[src/hw/sgp_pkg.sv]
// Package for the seven-bit general-purpose port: widths, reset values, carrier types
// Summary of operation
// The port has seven pins, each with its own direction, output, strength and pull setting.
// After reset every pin is an input with its pull resistor enabled toward the supply.
// Each pin can raise an interrupt on a falling or a rising edge, chosen per pin.
// In stop mode any enabled pin interrupt raises the wake request.
// One direction bit per pin selects input or driven output.
// For an output pin the output bit sets the driven level.
// Reading the output register returns the stored output values whatever the direction.
// The level register is read-only and always shows the current pin levels.
// For an output pin the strength bit selects the low or the high drive current.
// For an input pin the output bit enables or disables its pull resistor.
// The pull-direction bit selects pull toward supply or toward ground.
// Three pins can follow the timer channel instead of the port registers.
// Each pin has a flag set on its selected edge, an enable gating it, and a software clear.
package sgp_pkg;
	localparam int PIN_COUNT = 7;
	typedef logic [PIN_COUNT-1:0] sgp_pins_t;
	localparam sgp_pins_t DIR_RESET    = 7'h00;
	localparam sgp_pins_t OUT_RESET    = 7'h7f;
	localparam sgp_pins_t STR_RESET    = 7'h00;
	localparam sgp_pins_t PULL_RESET   = 7'h7f;
	localparam sgp_pins_t EDGE_RESET   = 7'h00;
	localparam sgp_pins_t IEN_RESET    = 7'h00;
	// Pins with a timer function: indexes 3, 4 and 6
	localparam sgp_pins_t ALT_CAPABLE  = 7'h58;
	// Synchroniser starts at the pulled-up idle level, no false edge after reset
	localparam logic [1:0] SYNC_RESET  = 2'h3;

	typedef struct packed {
		sgp_pins_t dir;
		sgp_pins_t out;
		sgp_pins_t strength;
		sgp_pins_t pull_up;
		sgp_pins_t edge_rise;
		sgp_pins_t irq_en;
		sgp_pins_t alt_en;
	} sgp_cfg_t;

	typedef struct packed {
		sgp_pins_t oe;
		sgp_pins_t o;
		sgp_pins_t drive_high;
		sgp_pins_t pull_en;
		sgp_pins_t pull_up;
	} sgp_pad_t;
endpackage

[src/hw/sgp_sync.sv]
// Two-stage synchroniser for one pin level
`timescale 1ns/100ps
module sgp_sync (
	input  wire logic i_clock,
	input  wire logic i_reset_n,
	input  wire logic i_async,
	output logic      o_sync
);
	import sgp_pkg::*;
	logic [1:0] stage_r;

	always_ff @(posedge i_clock or negedge i_reset_n) begin
		if (!i_reset_n) begin
			stage_r <= SYNC_RESET;
		end else begin
			stage_r <= {stage_r[0], i_async};
		end
	end

	assign o_sync = stage_r[1];
endmodule // sgp_sync

[src/hw/sgp_port.sv]
// Seven-bit general-purpose port: configuration, pad control, level sampling, edge flags
`timescale 1ns/100ps
module sgp_port (
	input  wire logic               i_clock,
	input  wire logic               i_reset_n,
	input  wire sgp_pkg::sgp_cfg_t  i_cfg_wdata,
	input  wire logic               i_cfg_we,
	input  wire sgp_pkg::sgp_pins_t i_flag_clear,
	input  wire logic               i_stop_mode,
	input  wire sgp_pkg::sgp_pins_t i_pin_in,
	input  wire sgp_pkg::sgp_pins_t i_alt_oe,
	input  wire sgp_pkg::sgp_pins_t i_alt_out,
	output sgp_pkg::sgp_cfg_t       o_cfg_rdata,
	output sgp_pkg::sgp_pins_t      o_pin_level,
	output sgp_pkg::sgp_pins_t      o_alt_in,
	output sgp_pkg::sgp_pad_t       o_pad,
	output sgp_pkg::sgp_pins_t      o_pin_out,
	output sgp_pkg::sgp_pins_t      o_pin_oe,
	output sgp_pkg::sgp_pins_t      o_irq_flag,
	output logic                    o_irq,
	output logic                    o_wake
);
	import sgp_pkg::*;

	sgp_cfg_t  cfg_r;
	sgp_cfg_t  cfg_nxt;
	sgp_pins_t sync_w;
	sgp_pins_t level_r;
	sgp_pins_t prev_r;
	sgp_pins_t flag_r;
	sgp_pins_t flag_nxt;
	sgp_pad_t  pad_r;
	sgp_pad_t  pad_nxt;
	sgp_pins_t alt_in_r;
	logic      irq_r;
	logic      wake_r;

	genvar g;
	generate
		for (g = 0; g < PIN_COUNT; g++) begin : g_sync
			sgp_sync u_sync (
				.i_clock   (i_clock),
				.i_reset_n (i_reset_n),
				.i_async   (i_pin_in[g]),
				.o_sync    (sync_w[g])
			);
		end
	endgenerate

	// Alternate enable only sticks on the timer-capable pins
	always_comb begin
		cfg_nxt        = i_cfg_we ? i_cfg_wdata : cfg_r;
		cfg_nxt.alt_en = cfg_nxt.alt_en & ALT_CAPABLE;
	end

	wire sgp_pins_t alt_sel_w  = cfg_r.alt_en;
	wire sgp_pins_t port_oe_w  = cfg_r.dir;
	wire sgp_pins_t oe_w       = (alt_sel_w & i_alt_oe) | (~alt_sel_w & port_oe_w);
	wire sgp_pins_t out_w      = (alt_sel_w & i_alt_out) | (~alt_sel_w & cfg_r.out);
	wire sgp_pins_t rise_w     = level_r & ~prev_r;
	wire sgp_pins_t fall_w     = ~level_r & prev_r;
	wire sgp_pins_t edge_w     = (cfg_r.edge_rise & rise_w) | (~cfg_r.edge_rise & fall_w);
	wire sgp_pins_t pending_w  = flag_r & cfg_r.irq_en;

	always_comb begin
		pad_nxt.oe         = oe_w;
		pad_nxt.o          = out_w & oe_w;
		pad_nxt.drive_high = cfg_r.strength & oe_w;
		pad_nxt.pull_en    = cfg_r.out & ~oe_w;
		pad_nxt.pull_up    = cfg_r.pull_up;
		flag_nxt           = (flag_r & ~i_flag_clear) | edge_w;
	end

	always_ff @(posedge i_clock or negedge i_reset_n) begin
		if (!i_reset_n) begin
			cfg_r <= '{dir: DIR_RESET, out: OUT_RESET, strength: STR_RESET,
				pull_up: PULL_RESET, edge_rise: EDGE_RESET, irq_en: IEN_RESET,
				alt_en: DIR_RESET};
		end else begin
			cfg_r <= cfg_nxt;
		end
	end

	// Level, previous level and timer-side copy
	always_ff @(posedge i_clock or negedge i_reset_n) begin
		if (!i_reset_n) begin
			level_r  <= OUT_RESET;
			prev_r   <= OUT_RESET;
			// Plain pins read zero on the timer side
			alt_in_r <= OUT_RESET & ALT_CAPABLE;
		end else begin
			level_r  <= sync_w;
			prev_r   <= level_r;
			alt_in_r <= level_r & ALT_CAPABLE;
		end
	end

	// Set wins over a clear in the same cycle
	always_ff @(posedge i_clock or negedge i_reset_n) begin
		if (!i_reset_n) begin
			flag_r <= IEN_RESET;
			irq_r  <= 1'b0;
			wake_r <= 1'b0;
		end else begin
			flag_r <= flag_nxt;
			irq_r  <= |(flag_nxt & cfg_r.irq_en);
			wake_r <= i_stop_mode & |(flag_nxt & cfg_r.irq_en);
		end
	end

	// Pads follow the configuration one cycle later
	always_ff @(posedge i_clock or negedge i_reset_n) begin
		if (!i_reset_n) begin
			pad_r <= '{oe: DIR_RESET, o: DIR_RESET, drive_high: STR_RESET,
				pull_en: OUT_RESET, pull_up: PULL_RESET};
		end else begin
			pad_r <= pad_nxt;
		end
	end

	assign o_cfg_rdata = cfg_r;
	assign o_pin_level = level_r;
	assign o_alt_in    = alt_in_r;
	assign o_pad       = pad_r;
	assign o_pin_out   = pad_r.o;
	assign o_pin_oe    = pad_r.oe;
	assign o_irq_flag  = flag_r;
	assign o_irq       = irq_r;
	assign o_wake      = wake_r;

	// Assertions
	reset_pull_a: assert property (@(posedge i_clock)
		$rose(i_reset_n) |-> (pad_r.pull_en == OUT_RESET) && (pad_r.oe == DIR_RESET))
		else $error("pins not inputs with pull after reset");

	// Edge flags
	flag_set_a: assert property (@(posedge i_clock) disable iff (!i_reset_n)
		(edge_w != 7'h00) |=> ((flag_r & $past(edge_w)) == $past(edge_w)))
		else $error("edge did not set flag");
	rise_sel_a: assert property (@(posedge i_clock) disable iff (!i_reset_n)
		(rise_w[0] && cfg_r.edge_rise[0]) |=> flag_r[0])
		else $error("rising edge missed");
	fall_sel_a: assert property (@(posedge i_clock) disable iff (!i_reset_n)
		(fall_w[0] && !cfg_r.edge_rise[0] && !flag_r[0]) |=> flag_r[0])
		else $error("falling edge missed");
	no_edge_a: assert property (@(posedge i_clock) disable iff (!i_reset_n)
		((edge_w == 7'h00) && (i_flag_clear == 7'h7f)) |=> (flag_r == 7'h00))
		else $error("flag without edge");
	flag_hold_a: assert property (@(posedge i_clock) disable iff (!i_reset_n)
		(flag_r[0] && !i_flag_clear[0]) |=> flag_r[0])
		else $error("flag lost without clear");
	flag_clear_a: assert property (@(posedge i_clock) disable iff (!i_reset_n)
		(i_flag_clear[0] && !edge_w[0]) |=> !flag_r[0])
		else $error("flag not cleared");
	set_wins_a: assert property (@(posedge i_clock) disable iff (!i_reset_n)
		(i_flag_clear[0] && edge_w[0]) |=> flag_r[0])
		else $error("clear beat a new edge");
	irq_flag_a: assert property (@(posedge i_clock) disable iff (!i_reset_n)
		o_irq |-> (o_irq_flag != 7'h00))
		else $error("request without flag");

	// Wake from stop mode
	wake_stop_a: assert property (@(posedge i_clock) disable iff (!i_reset_n)
		(i_stop_mode && |(flag_nxt & cfg_r.irq_en)) |=> o_wake)
		else $error("no wake in stop mode");
	wake_gate_a: assert property (@(posedge i_clock) disable iff (!i_reset_n)
		!i_stop_mode |=> !o_wake)
		else $error("wake outside stop mode");
	wake_irq_a: assert property (@(posedge i_clock) disable iff (!i_reset_n)
		o_wake |-> o_irq)
		else $error("wake without enabled flag");

	// Configuration readback
	readback_out_a: assert property (@(posedge i_clock) disable iff (!i_reset_n)
		i_cfg_we |=> (o_cfg_rdata.out == $past(i_cfg_wdata.out)))
		else $error("output buffer readback wrong");
	readback_dir_a: assert property (@(posedge i_clock) disable iff (!i_reset_n)
		i_cfg_we |=> (o_cfg_rdata.dir == $past(i_cfg_wdata.dir)))
		else $error("direction readback wrong");
	cfg_hold_a: assert property (@(posedge i_clock) disable iff (!i_reset_n)
		!i_cfg_we |=> (o_cfg_rdata == $past(o_cfg_rdata)))
		else $error("configuration changed without write");

	// Pad control
	dir_oe_a: assert property (@(posedge i_clock) disable iff (!i_reset_n)
		(cfg_r.alt_en == 7'h00) |=> (pad_r.oe == $past(cfg_r.dir)))
		else $error("direction not applied");
	out_level_a: assert property (@(posedge i_clock) disable iff (!i_reset_n)
		(cfg_r.alt_en == 7'h00) |=> (pad_r.o == ($past(cfg_r.out) & $past(cfg_r.dir))))
		else $error("output level wrong");
	pull_input_a: assert property (@(posedge i_clock) disable iff (!i_reset_n)
		1'b1 |=> (pad_r.pull_en & pad_r.oe) == 7'h00)
		else $error("pull on driven pin");
	pull_enable_a: assert property (@(posedge i_clock) disable iff (!i_reset_n)
		(cfg_r.alt_en == 7'h00) |=> (pad_r.pull_en == ($past(cfg_r.out) & ~$past(cfg_r.dir))))
		else $error("pull enable wrong");
	pull_dir_a: assert property (@(posedge i_clock) disable iff (!i_reset_n)
		1'b1 |=> (pad_r.pull_up == $past(cfg_r.pull_up)))
		else $error("pull direction wrong");
	strength_a: assert property (@(posedge i_clock) disable iff (!i_reset_n)
		1'b1 |=> (pad_r.drive_high == ($past(cfg_r.strength) & $past(oe_w))))
		else $error("strength wrong");

	// Levels and timer function
	level_track_a: assert property (@(posedge i_clock) disable iff (!i_reset_n)
		1'b1 |-> ##3 (level_r == $past(i_pin_in, 3)))
		else $error("level register lags");
	alt_only_a: assert property (@(posedge i_clock) disable iff (!i_reset_n)
		(cfg_r.alt_en & ~ALT_CAPABLE) == 7'h00)
		else $error("alternate on plain pin");
	alt_route_a: assert property (@(posedge i_clock) disable iff (!i_reset_n)
		cfg_r.alt_en[6] |=> (pad_r.oe[6] == $past(i_alt_oe[6])))
		else $error("timer drive not routed");
	alt_in_mask_a: assert property (@(posedge i_clock) disable iff (!i_reset_n)
		(o_alt_in & ~ALT_CAPABLE) == 7'h00)
		else $error("timer input on plain pin");

	flag_cov_c: cover property (@(posedge i_clock) disable iff (!i_reset_n) $rose(flag_r[0]));
	wake_cov_c: cover property (@(posedge i_clock) disable iff (!i_reset_n) $rose(o_wake));
	alt_cov_c:  cover property (@(posedge i_clock) disable iff (!i_reset_n) alt_sel_w[6] && i_alt_oe[6]);
	clr_cov_c:  cover property (@(posedge i_clock) disable iff (!i_reset_n) (i_flag_clear & flag_r) != 7'h00);
	pull_cov_c: cover property (@(posedge i_clock) disable iff (!i_reset_n) pad_r.pull_en[0] && !pad_r.pull_up[0]);
endmodule // sgp_port

[config.mk]
export PLATFORM = sky130hd
export DESIGN_NAME = sgp_port
export DESIGN_NICKNAME = d
export VERILOG_FILES = /design/src/hw/sgp_pkg.sv /design/src/hw/sgp_sync.sv /design/src/hw/sgp_port.sv
export SDC_FILE = /design/constraint.sdc
export NUM_CORES = 1
export LEC_CHECK = 0
export ABC_CLOCK_PERIOD_IN_PS = 1450
export BUFFER_PORTS_ARGS = -buffer_cell sky130_fd_sc_hd__clkbuf_2
export CORE_AREA = 8 8 111 113
export CTS_CLUSTER_SIZE = 40
export DETAILED_ROUTE_END_ITERATION = 10
export DIE_AREA = 0 0 119 121
export PLACE_DENSITY = 0.75
export SYNTH_ARGS = -nofsm -noshare
export SYNTH_HDL_FRONTEND = slang
export SYNTH_HIERARCHICAL = 1
export SYNTH_SLANG_ARGS = --single-unit
[constraint.sdc]
create_clock -name i_clock -period 1.45 [get_ports i_clock]
set_input_delay 0.145 -clock i_clock [delete_from_list [all_inputs] [get_ports i_clock]]
set_output_delay 0.145 -clock i_clock [all_outputs]
set_load 0.02 [all_outputs]
==> flow_summary.ini, run 1 <==
[synthesis]
synthTopCellsByArea = dfrtp_1 35%, dfstp_2 34%, mux2_2 11%, buf_4 6.2%, and2_1 1.6%
yosys_warnings = 6
synthDistinctLibCells = 34
synthCells = 289
synth_ff_type = dfrtp_1
synth_edf_count = 0
avgSynthCellArea_um2 = 15.09
async_flop_share_pct = 100.0
synth_area_um2 = 4362
synth.top_cell.area_share_pct = 35.00
yosysTopAreaCell = dfrtp_1
ys_seq_area_share_pct = 68.73
synth_seq_cells = 117

[clock_tree]
cts_buffers = 17
cts_buffer_depth = 2
cts_tree = done
clk_latency_ns = 0.51
cts.sinks = 117
cts_root_buffer = clkbuf_8
clkSlewWorstSetupHoldPaths_ns = 0.05
cts_htree_levels = 4

[grt]
grt_max_degree = 48
overflow = 0
grt_first_pass_wirelength_um = 17500
grtUsageTotal_pct = 15.37
antenna_found_initial = 0
grt_pass1_vias = 3395

[finish]
final_core_util_pct = 61.80
layout_common_cells = 176 x clkbuf_2, 65 x dlygate4sd3_1, 60 x dfrtp_1, 56 x dfstp_2, 43 x mux2_2
instances_no_fill = 683
area_growth_pct = 50.23
drive_above_1_share_pct = 59.48
antenna_cells = 0
final_common_cell = clkbuf_2
nets = 611

[setup_path]
reg2reg_depth = 4
worstSetupStartpointType = register
worstSetupPathType = reg -> reg
slowest_delay_ns = 0.54
endpoint_kind = register
cp_max_fo = 3
cp_data_arrival_time_ns = 1.81
slowest_stage = dfstp_2
crit_chain = nand4b_1 -> nand4_1 -> a2111oi_4 -> a21boi_1
cp.required_ns = 1.83

[power_and_ir_drop]
p_sw_share_pct = 26.54
p_int_mw = 6.790
p_per_area_nw_per_um2 = 1411
peakVddDrop_uv = 664.6
p_leak_nw = 3.179
total_power_mw = 9.243
combPwrFrac_pct = 16.4
p_switching_mw = 2.453
seq_power_share_pct = 42.0
clkPwrFrac_pct = 41.6

[sta]
fin_crit_ns = 1.430
hold_viol = 0
fmax_ghz = 0.6995
drv_slew = 0
setup_viol = 0
clock-skew-final_ns = 0.008043
post-route-period-util_pct = 98.60
rsz0062_at_grt = yes

[route]
drt_wl_total_um = 10960
initialDrtViolationCount = 76
drt_pass1_iterations = 4
vias = 3084
ant_nets = 0
wl_per_cell_um = 16.05
route.detailed.drc = 0
routed_via_density = 4.515

[placed_design]
hpwlAfterDp_um = 7479
port_buffers = 181
place.gp.congestion = 0.8249
placedCellCount = 585

[floorplan]
dieHeight_um = 121
coreArea_um2 = 10600
io-pin-count = 202
start_util_pct = 41.14
fp.dieArea_um2 = 14400
die_w_um = 119
row_count = 38

[status]
status = complete, no violations

[hold_path]
whs_path_depth = 3
hp-class = in -> reg

[run]
drv_cap = 0
## metrics by stage
step | TNS (ns) | setup WS [ns] | instance area (µm²) | hold slack, ns
after floorplan | 0 | 0.02752 | 4389 | -0.1506
after global placement | 0 | 0.03956 | 5296 | 0.1017
after detailed placement | 0 | 0.02115 | 5296 | 0.1080
after CTS | -0.007423 | -0.007423 | 6535 | 0.01323
after global routing | -0.1307 | -0.07636 | 6553 | 0.05315
final | 0 | 0.02033 | 6553 | 0.04537
## power by group through the flow
stage / clock [mW] / sequential (mW) / combinational [mW]
floorplan: 0 / 4.21 / 0.570
global placement: 0 / 3.91 / 1.36
detailed placement: 0 / 3.93 / 1.37
CTS: 3.94 / 3.88 / 1.52
global route: 4.10 / 3.92 / 1.63
finish: 3.84 / 3.88 / 1.52
## timing repair
action | 4_1_cts | 5_1_grt
pin swaps | 0 | 1
setup buffers | 0 | 2
hold buffers | 65 | 0
resized for setup | 9 | 3
setup endpoints to repair | 4 | 5
hold endpoints to repair | 140 | 0
## logic make-up after synthesis
group | Yosys count | share of synthesized area [%]
mux | 49 | 12.48
simple gates | 50 | 7.401
other cells | 1 | 0.08598
flops | 117 | 68.73
buf+inv | 51 | 7.602
compound gates | 21 | 3.701
## synth_stat cells (all sizes together), types with 2 or more instances
| library cell | number |
|---|---|
| a211o | 2 |
| a21oi | 2 |
| and2 | 11 |
| and3b | 5 |
| buf | 40 |
| dfrtp | 61 |
| dfstp | 56 |
| inv | 10 |
| mux2 | 43 |
| mux2i | 6 |
| nand2 | 5 |
| nand3b | 3 |
| nand4b | 2 |
| nor2 | 8 |
| nor2b | 8 |
| nor3b | 2 |
| o21ai | 8 |
| or4bb | 2 |
## layout make-up
class,instances,area [µm²]
Fill cell,780,4050
Tap cell,140,175.2
Sequential cell,117,2999
Clock inverter,9,75.07
Multi-Input combinational cell,128,1059
Timing Repair Buffer,256,1720
Clock buffer,23,486.7
Inverter,10,37.54
## critical path: cells and delay by family, from the launching register on
kind | cells | cell delay, ns
and+or+nand+nor | 2 | 0.28
DFF | 1 | 0.54
AOI/OAI and AO/OA | 2 | 0.48
## sequential cells by signal, summed over array words and instances, names as in the netlist
register,count
alt_sel_w,3
g_sync.u_sync/stage_r,14
o_alt_in,1
o_cfg_rdata,35
o_irq,1
o_irq_flag,7
o_pad,21
o_pin_level,7
o_pin_oe,7
o_pin_out,7
o_wake,1
port_oe_w,7
prev_r,6
## path summary, 6_finish.rpt
check | startpoint | to | slack [ns]
max reg2reg | prev_r[3] | o_wake | 0.02
max | prev_r[3] | o_wake | 0.02
min in group asynchronous | i_reset_n | o_cfg_rdata[7] | 0.12
min reg2reg | g_sync[1].u_sync/stage_r[0] | g_sync[1].u_sync/stage_r[1] | 0.35
min | i_flag_clear[6] | o_irq_flag[6] | 0.05
max in group asynchronous | i_reset_n | o_pad[3] | 0.74
## layer usage
metal / track usage, % / part of all wire (%)
met2: 24.94 / 50
met4: 8.221 / 2.5
met3: 6.840 / 9.5
met1: 16.71 / 38
met5: 0 / 0
No activity file was read; power rests on OpenSTA's default activity.
==> run 2: changes to the inputs <==
--- a/config.mk
+++ b/config.mk
@@ -11,7 +11,7 @@
 export CTS_CLUSTER_SIZE = 40
 export DETAILED_ROUTE_END_ITERATION = 10
 export DIE_AREA = 0 0 119 121
-export PLACE_DENSITY = 0.75
+export PLACE_DENSITY = 0.86
 export SYNTH_ARGS = -nofsm -noshare
 export SYNTH_HDL_FRONTEND = slang
 export SYNTH_HIERARCHICAL = 1
==> run 2 against run 1 <==
Against the previous run:
- the flow now finishes with violations (setup timing)
- critical path depth unchanged
- cell area down 0.67%
- sequential power barely moved
==> flow_summary.ini, run 2 (synthesized netlist as in run 1, its figures left out) <==
[floorplan]
coreArea_um2 = 10600
die_w_um = 119
row_count = 38
dieHeight_um = 121
io-pin-count = 202
fp.dieArea_um2 = 14400
start_util_pct = 41.14

[power_and_ir_drop]
total_power_mw = 9.262
peakVddDrop_uv = 791.1
p_per_area_nw_per_um2 = 1423
p_leak_nw = 3.156

[hold_path]
hp-class = in -> reg
whs_path_depth = 3
hp-start = i_flag_clear[6]

[sta]
hold_viol = 0
drv_slew = 0
setup_viol = 2
rsz0062_at_grt = yes
tns_ns = -0.06987
clock-skew-final_ns = 0.009370
fmax_ghz = 0.6609
setup_slack_ns = -0.06317
fin_crit_ns = 1.513
post-route-period-util_pct = 104.4

[grt]
grt_first_pass_wirelength_um = 18900
grtUsageTotal_pct = 16.88
antenna_found_initial = 0
grt_pass1_vias = 3544
overflow = 0
grt_max_degree = 48

[route]
dr_wl_met3_um = 1095
wl_per_cell_um = 17.51
top_layer_used = met4
wl_met2_um = 6239
routed_via_density = 4.631
initialDrtViolationCount = 146
drt_wl_total_um = 11930
vias = 3154
ant_nets = 0
drt_pass1_iterations = 4
route.detailed.drc = 0
wl_met1_um = 4360

[placed_design]
hpwlAfterDp_um = 7742
placedCellCount = 584
placed_area_um2 = 5276
port_buffers = 181
place.gp.congestion = 0.8071
pre_cts_ws_ns = 0.02787

[status]
status = finished with violations
violations = setup timing

[setup_path]
worstSetupStartpointType = register
reg2reg_depth = 4
cp_max_fo = 5
slowest_stage = dfstp_2
endpoint_kind = register
slowest_delay_ns = 0.57
timing.rr.start = prev_r[3]
worstSetupPathType = reg -> reg
crit_chain = or4bb_1 -> nand4_1 -> a2111oi_4 -> a21boi_1
cp_data_arrival_time_ns = 1.92
critPathLaunch = prev_r[3]
cp.required_ns = 1.86

[finish]
final_area_um2 = 6509
instances_no_fill = 681
layout_common_cells = 176 x clkbuf_2, 65 x dlygate4sd3_1, 60 x dfrtp_1, 56 x dfstp_2, 43 x mux2_2
antenna_cells = 0
largest_register_ffs = 35
drive_above_1_share_pct = 58.78
final_common_cell = clkbuf_2
nets = 609
area_growth_pct = 49.23
nFillCells = 769

[clock_tree]
cts_htree_levels = 4
cts_buffers = 17
cts_setup_buffers = 0
cts.sinks = 117
cts_root_buffer = clkbuf_8
clk_latency_ns = 0.50
clkSlewWorstSetupHoldPaths_ns = 0.06
cts_buffer_depth = 2
cts_tree = done

[run]
drv_cap = 0
==> run 2: power breakdown <==
group          switching (mW)  internal, mW  total [mW]
registers               0.226          3.67        3.89
logic                   0.890         0.642        1.53
clock network            1.37          2.47        3.84
==> run 2: worst max-delay path: cells and delay by family, from the launching register on <==
| kind | cells | cell delay (ns) |
|---|---|---|
| simple gates | 2 | 0.62 |
| compound gates | 2 | 0.24 |
| flops | 1 | 0.57 |
==> run 2: what timing repair did <==
| action | in CTS | in global routing |
|---|---|---|
| gates resized for setup | 7 | 6 |
| pin swaps | 0 | 1 |
| hold endpoints to repair | 143 | 0 |
| hold buffers | 65 | 0 |
| endpoints found under the setup margin | 2 | 6 |
==> run 2: layer usage <==
metal / global-route usage [%] / up-vias
met1: 17.22 / 1559
met5: 0 / -
met2: 29.26 / 152
met4: 6.719 / 0
met3: 8.190 / 18
li1: - / 1425
==> run 2: final cells by class <==
class | instances | area, µm² | share of cell area [%]
Clock buffer | 22 | 442.9 | 6.805
Clock inverter | 10 | 106.4 | 1.634
Inverter | 10 | 37.54 | 0.5767
Sequential cell | 117 | 2999 | 46.08
Multi-Input combinational cell | 128 | 1059 | 16.26
Tap cell | 140 | 175.2 | 2.691
Timing Repair Buffer | 254 | 1689 | 25.95
==> run 2: worst paths after layout <==
path,to,slack (ns)
max,o_wake,-0.06
min,o_irq_flag[6],0.06
max reg2reg,o_wake,-0.06
min reg2reg,o_pin_level[1],0.35
max in group asynchronous,o_cfg_rdata[25],0.68
min in group asynchronous,o_cfg_rdata[17],0.13
==> run 2: per-stage QoR <==
step / hold WS (ns) / utilization, %
final: 0.06089 / 61.39
after floorplan: -0.1506 / -
after global routing: 0.02930 / 61.39
after CTS: 0.02292 / 61.32
after detailed placement: 0.1068 / 49.76
after global placement: 0.1000 / 49.76
==> run 3: changes to the inputs <==
--- a/config.mk
+++ b/config.mk
@@ -7,11 +7,10 @@
 export LEC_CHECK = 0
 export ABC_CLOCK_PERIOD_IN_PS = 1450
 export BUFFER_PORTS_ARGS = -buffer_cell sky130_fd_sc_hd__clkbuf_2
-export CORE_AREA = 8 8 111 113
+export CORE_AREA = 8 8 121 123
 export CTS_CLUSTER_SIZE = 40
 export DETAILED_ROUTE_END_ITERATION = 10
-export DIE_AREA = 0 0 119 121
-export PLACE_DENSITY = 0.86
+export DIE_AREA = 0 0 129 131
 export SYNTH_ARGS = -nofsm -noshare
 export SYNTH_HDL_FRONTEND = slang
 export SYNTH_HIERARCHICAL = 1
==> run 3 against run 2 <==
Against the previous run:
- the run still ends with setup timing left
- critical path depth did not move
- sequential share of layout area fell by 0.34 points
- clock skew fell by 0.0048 ns
- sequential power barely moved
- global-route usage fell by 4.0 points
- via count fell by 4.6%
- first-iteration DRC count fell by 47%
- utilization fell by 10 points
- largest power group is now clock
- worst hold slack got worse by 0.032 ns
- worst setup slack improved by 0.049 ns
- clock power rose by 12%
- non-clock buffer count fell by 4
==> flow_summary.ini, run 3 (synthesized netlist as in run 1, its figures left out) <==
[finish]
seqCellArea_um2 = 2999
area_growth_pct = 50.34
largest_register_ffs = 35
final_area_um2 = 6558
final_core_util_pct = 50.93
antenna_cells = 0
final_common_cell = clkbuf_2
nets = 605
multiInputGateArea_um2 = 1065
drive_above_1_share_pct = 59.59
nFillCells = 1129
layout_common_cells = 180 x clkbuf_2, 60 x dfrtp_1, 60 x dlygate4sd3_1, 56 x dfstp_2, 43 x mux2_2

[route]
routed_via_density = 4.219
initialDrtViolationCount = 77
vias = 3008
drt_pass1_iterations = 4
drt_wl_total_um = 10730
wl_per_cell_um = 15.04
ant_nets = 0
route.detailed.drc = 0

[sta]
rsz0062_at_grt = yes
drv_slew = 0
clock-skew-final_ns = 0.004558
setup_viol = 1
fin_crit_ns = 1.464
fmax_ghz = 0.6831
setup_slack_ns = -0.01386
hold_ws_ns = 0.02900
post-route-period-util_pct = 101.0
hold_viol = 0

[grt]
grtUsageTotal_pct = 12.87
overflow = 0
antenna_found_initial = 0
grt_max_degree = 48
grt_pass1_vias = 3180
grt_first_pass_wirelength_um = 16330

[clock_tree]
clk_latency_ns = 0.41
clkSlewWorstSetupHoldPaths_ns = 0.05
cts_htree_levels = 4
cts_buffers = 17
cts.sinks = 117
cts_tree = done
cts_setup_buffers = 0
cts_buffer_depth = 2
cts_root_buffer = clkbuf_16

[floorplan]
row_count = 42
start_util_pct = 33.88
io-pin-count = 202
die_w_um = 129
fp.dieArea_um2 = 16900
dieHeight_um = 131
coreArea_um2 = 12870

[setup_path]
endpoint_kind = register
cp_max_fo = 4
cp_data_arrival_time_ns = 1.74
worstSetupPathType = reg -> reg
cp.required_ns = 1.72
worstSetupStartpointType = register

[placed_design]
port_buffers = 181
placed_area_um2 = 5341
place.gp.congestion = 0.8032
hpwlAfterDp_um = 7555
pre_cts_ws_ns = 0.004250

[hold_path]
hp-class = in -> reg

[power_and_ir_drop]
peakVddDrop_uv = 693.1
p_leak_nw = 3.156
p_per_area_nw_per_um2 = 1473

[run]
drv_cap = 0

[status]
violations = setup timing
status = finished with violations
run 3: changes by cell type in the layout (fill, tap and decap cells not counted), moves of 2 or more:
cell and delta:
clkinv_2 -2, bufinv_16 +2, buf_6 -2, clkbuf_2 +4, dlygate4sd3_1 -5, buf_8 -2
run 3: critical path, cell delays in order, from the launching register on:
cell and delay [ns]:
dfstp_2 0.56, or4bb_1 0.12, nand4_1 0.17, a2111oi_4 0.37, a21boi_1 0.12
run 3: power by group:
group	leakage, nW	internal, mW	total, mW	switching [mW]
Sequential	1.32	3.67	3.88	0.207
Combinational	1.54	0.630	1.49	0.859
Clock	0.294	2.90	4.29	1.39
run 3: final timing paths:
check	from	end	slack, ns	depth (start not counted)
setup / recovery	o_pin_level[1]	o_wake	-0.01	4
hold / removal	i_alt_oe[3]	o_pin_oe[3]	0.03	3
setup reg to reg	o_pin_level[1]	o_wake	-0.01	4
hold reg to reg	g_sync[6].u_sync/stage_r[1]	o_pin_level[6]	0.35	0
max in group asynchronous	i_reset_n	o_pin_level[3]	0.62	3
min in group asynchronous	i_reset_n	o_cfg_rdata[20]	0.20	2
run 3: cell type report:
type / count / share of cell area [%]
inverters: 10 / 0.5724
clock buffers: 22 / 6.926
multi-input cells: 128 / 16.24
clock inverters: 10 / 2.366
flip-flops and latches: 117 / 45.74
repair buffers: 250 / 24.80
well taps: 176 / 3.358
run 3: what timing repair did:
| action | 4_1_cts | 5_1_grt |
|---|---|---|
| endpoints found under the setup margin | 1 | 2 |
| hold buffers | 60 | 0 |
| endpoints found under the hold margin | 106 | 0 |
| resized for setup | 2 | 1 |
| cloned | 0 | 0 |
| pin swaps | 0 | 1 |
run 3: per-stage QoR:
step	cells	setup TNS, ns	power, mW
detailed placement	621	0	5.305
global route	713	-0.2263	10.07
global placement	621	0	5.283
finish	713	-0.01386	9.657
floorplan	296	0	4.779
CTS	713	-0.008879	9.795
run 3: per-layer routing:
layer / wire, µm / share of wire, % / GRT usage [%]
met5: 0 / 0 / 0
met3: 843 / 7.9 / 4.992
met1: 4516 / 42 / 14.75
met4: 214 / 2.0 / 7.326
met2: 5153 / 48 / 20.32
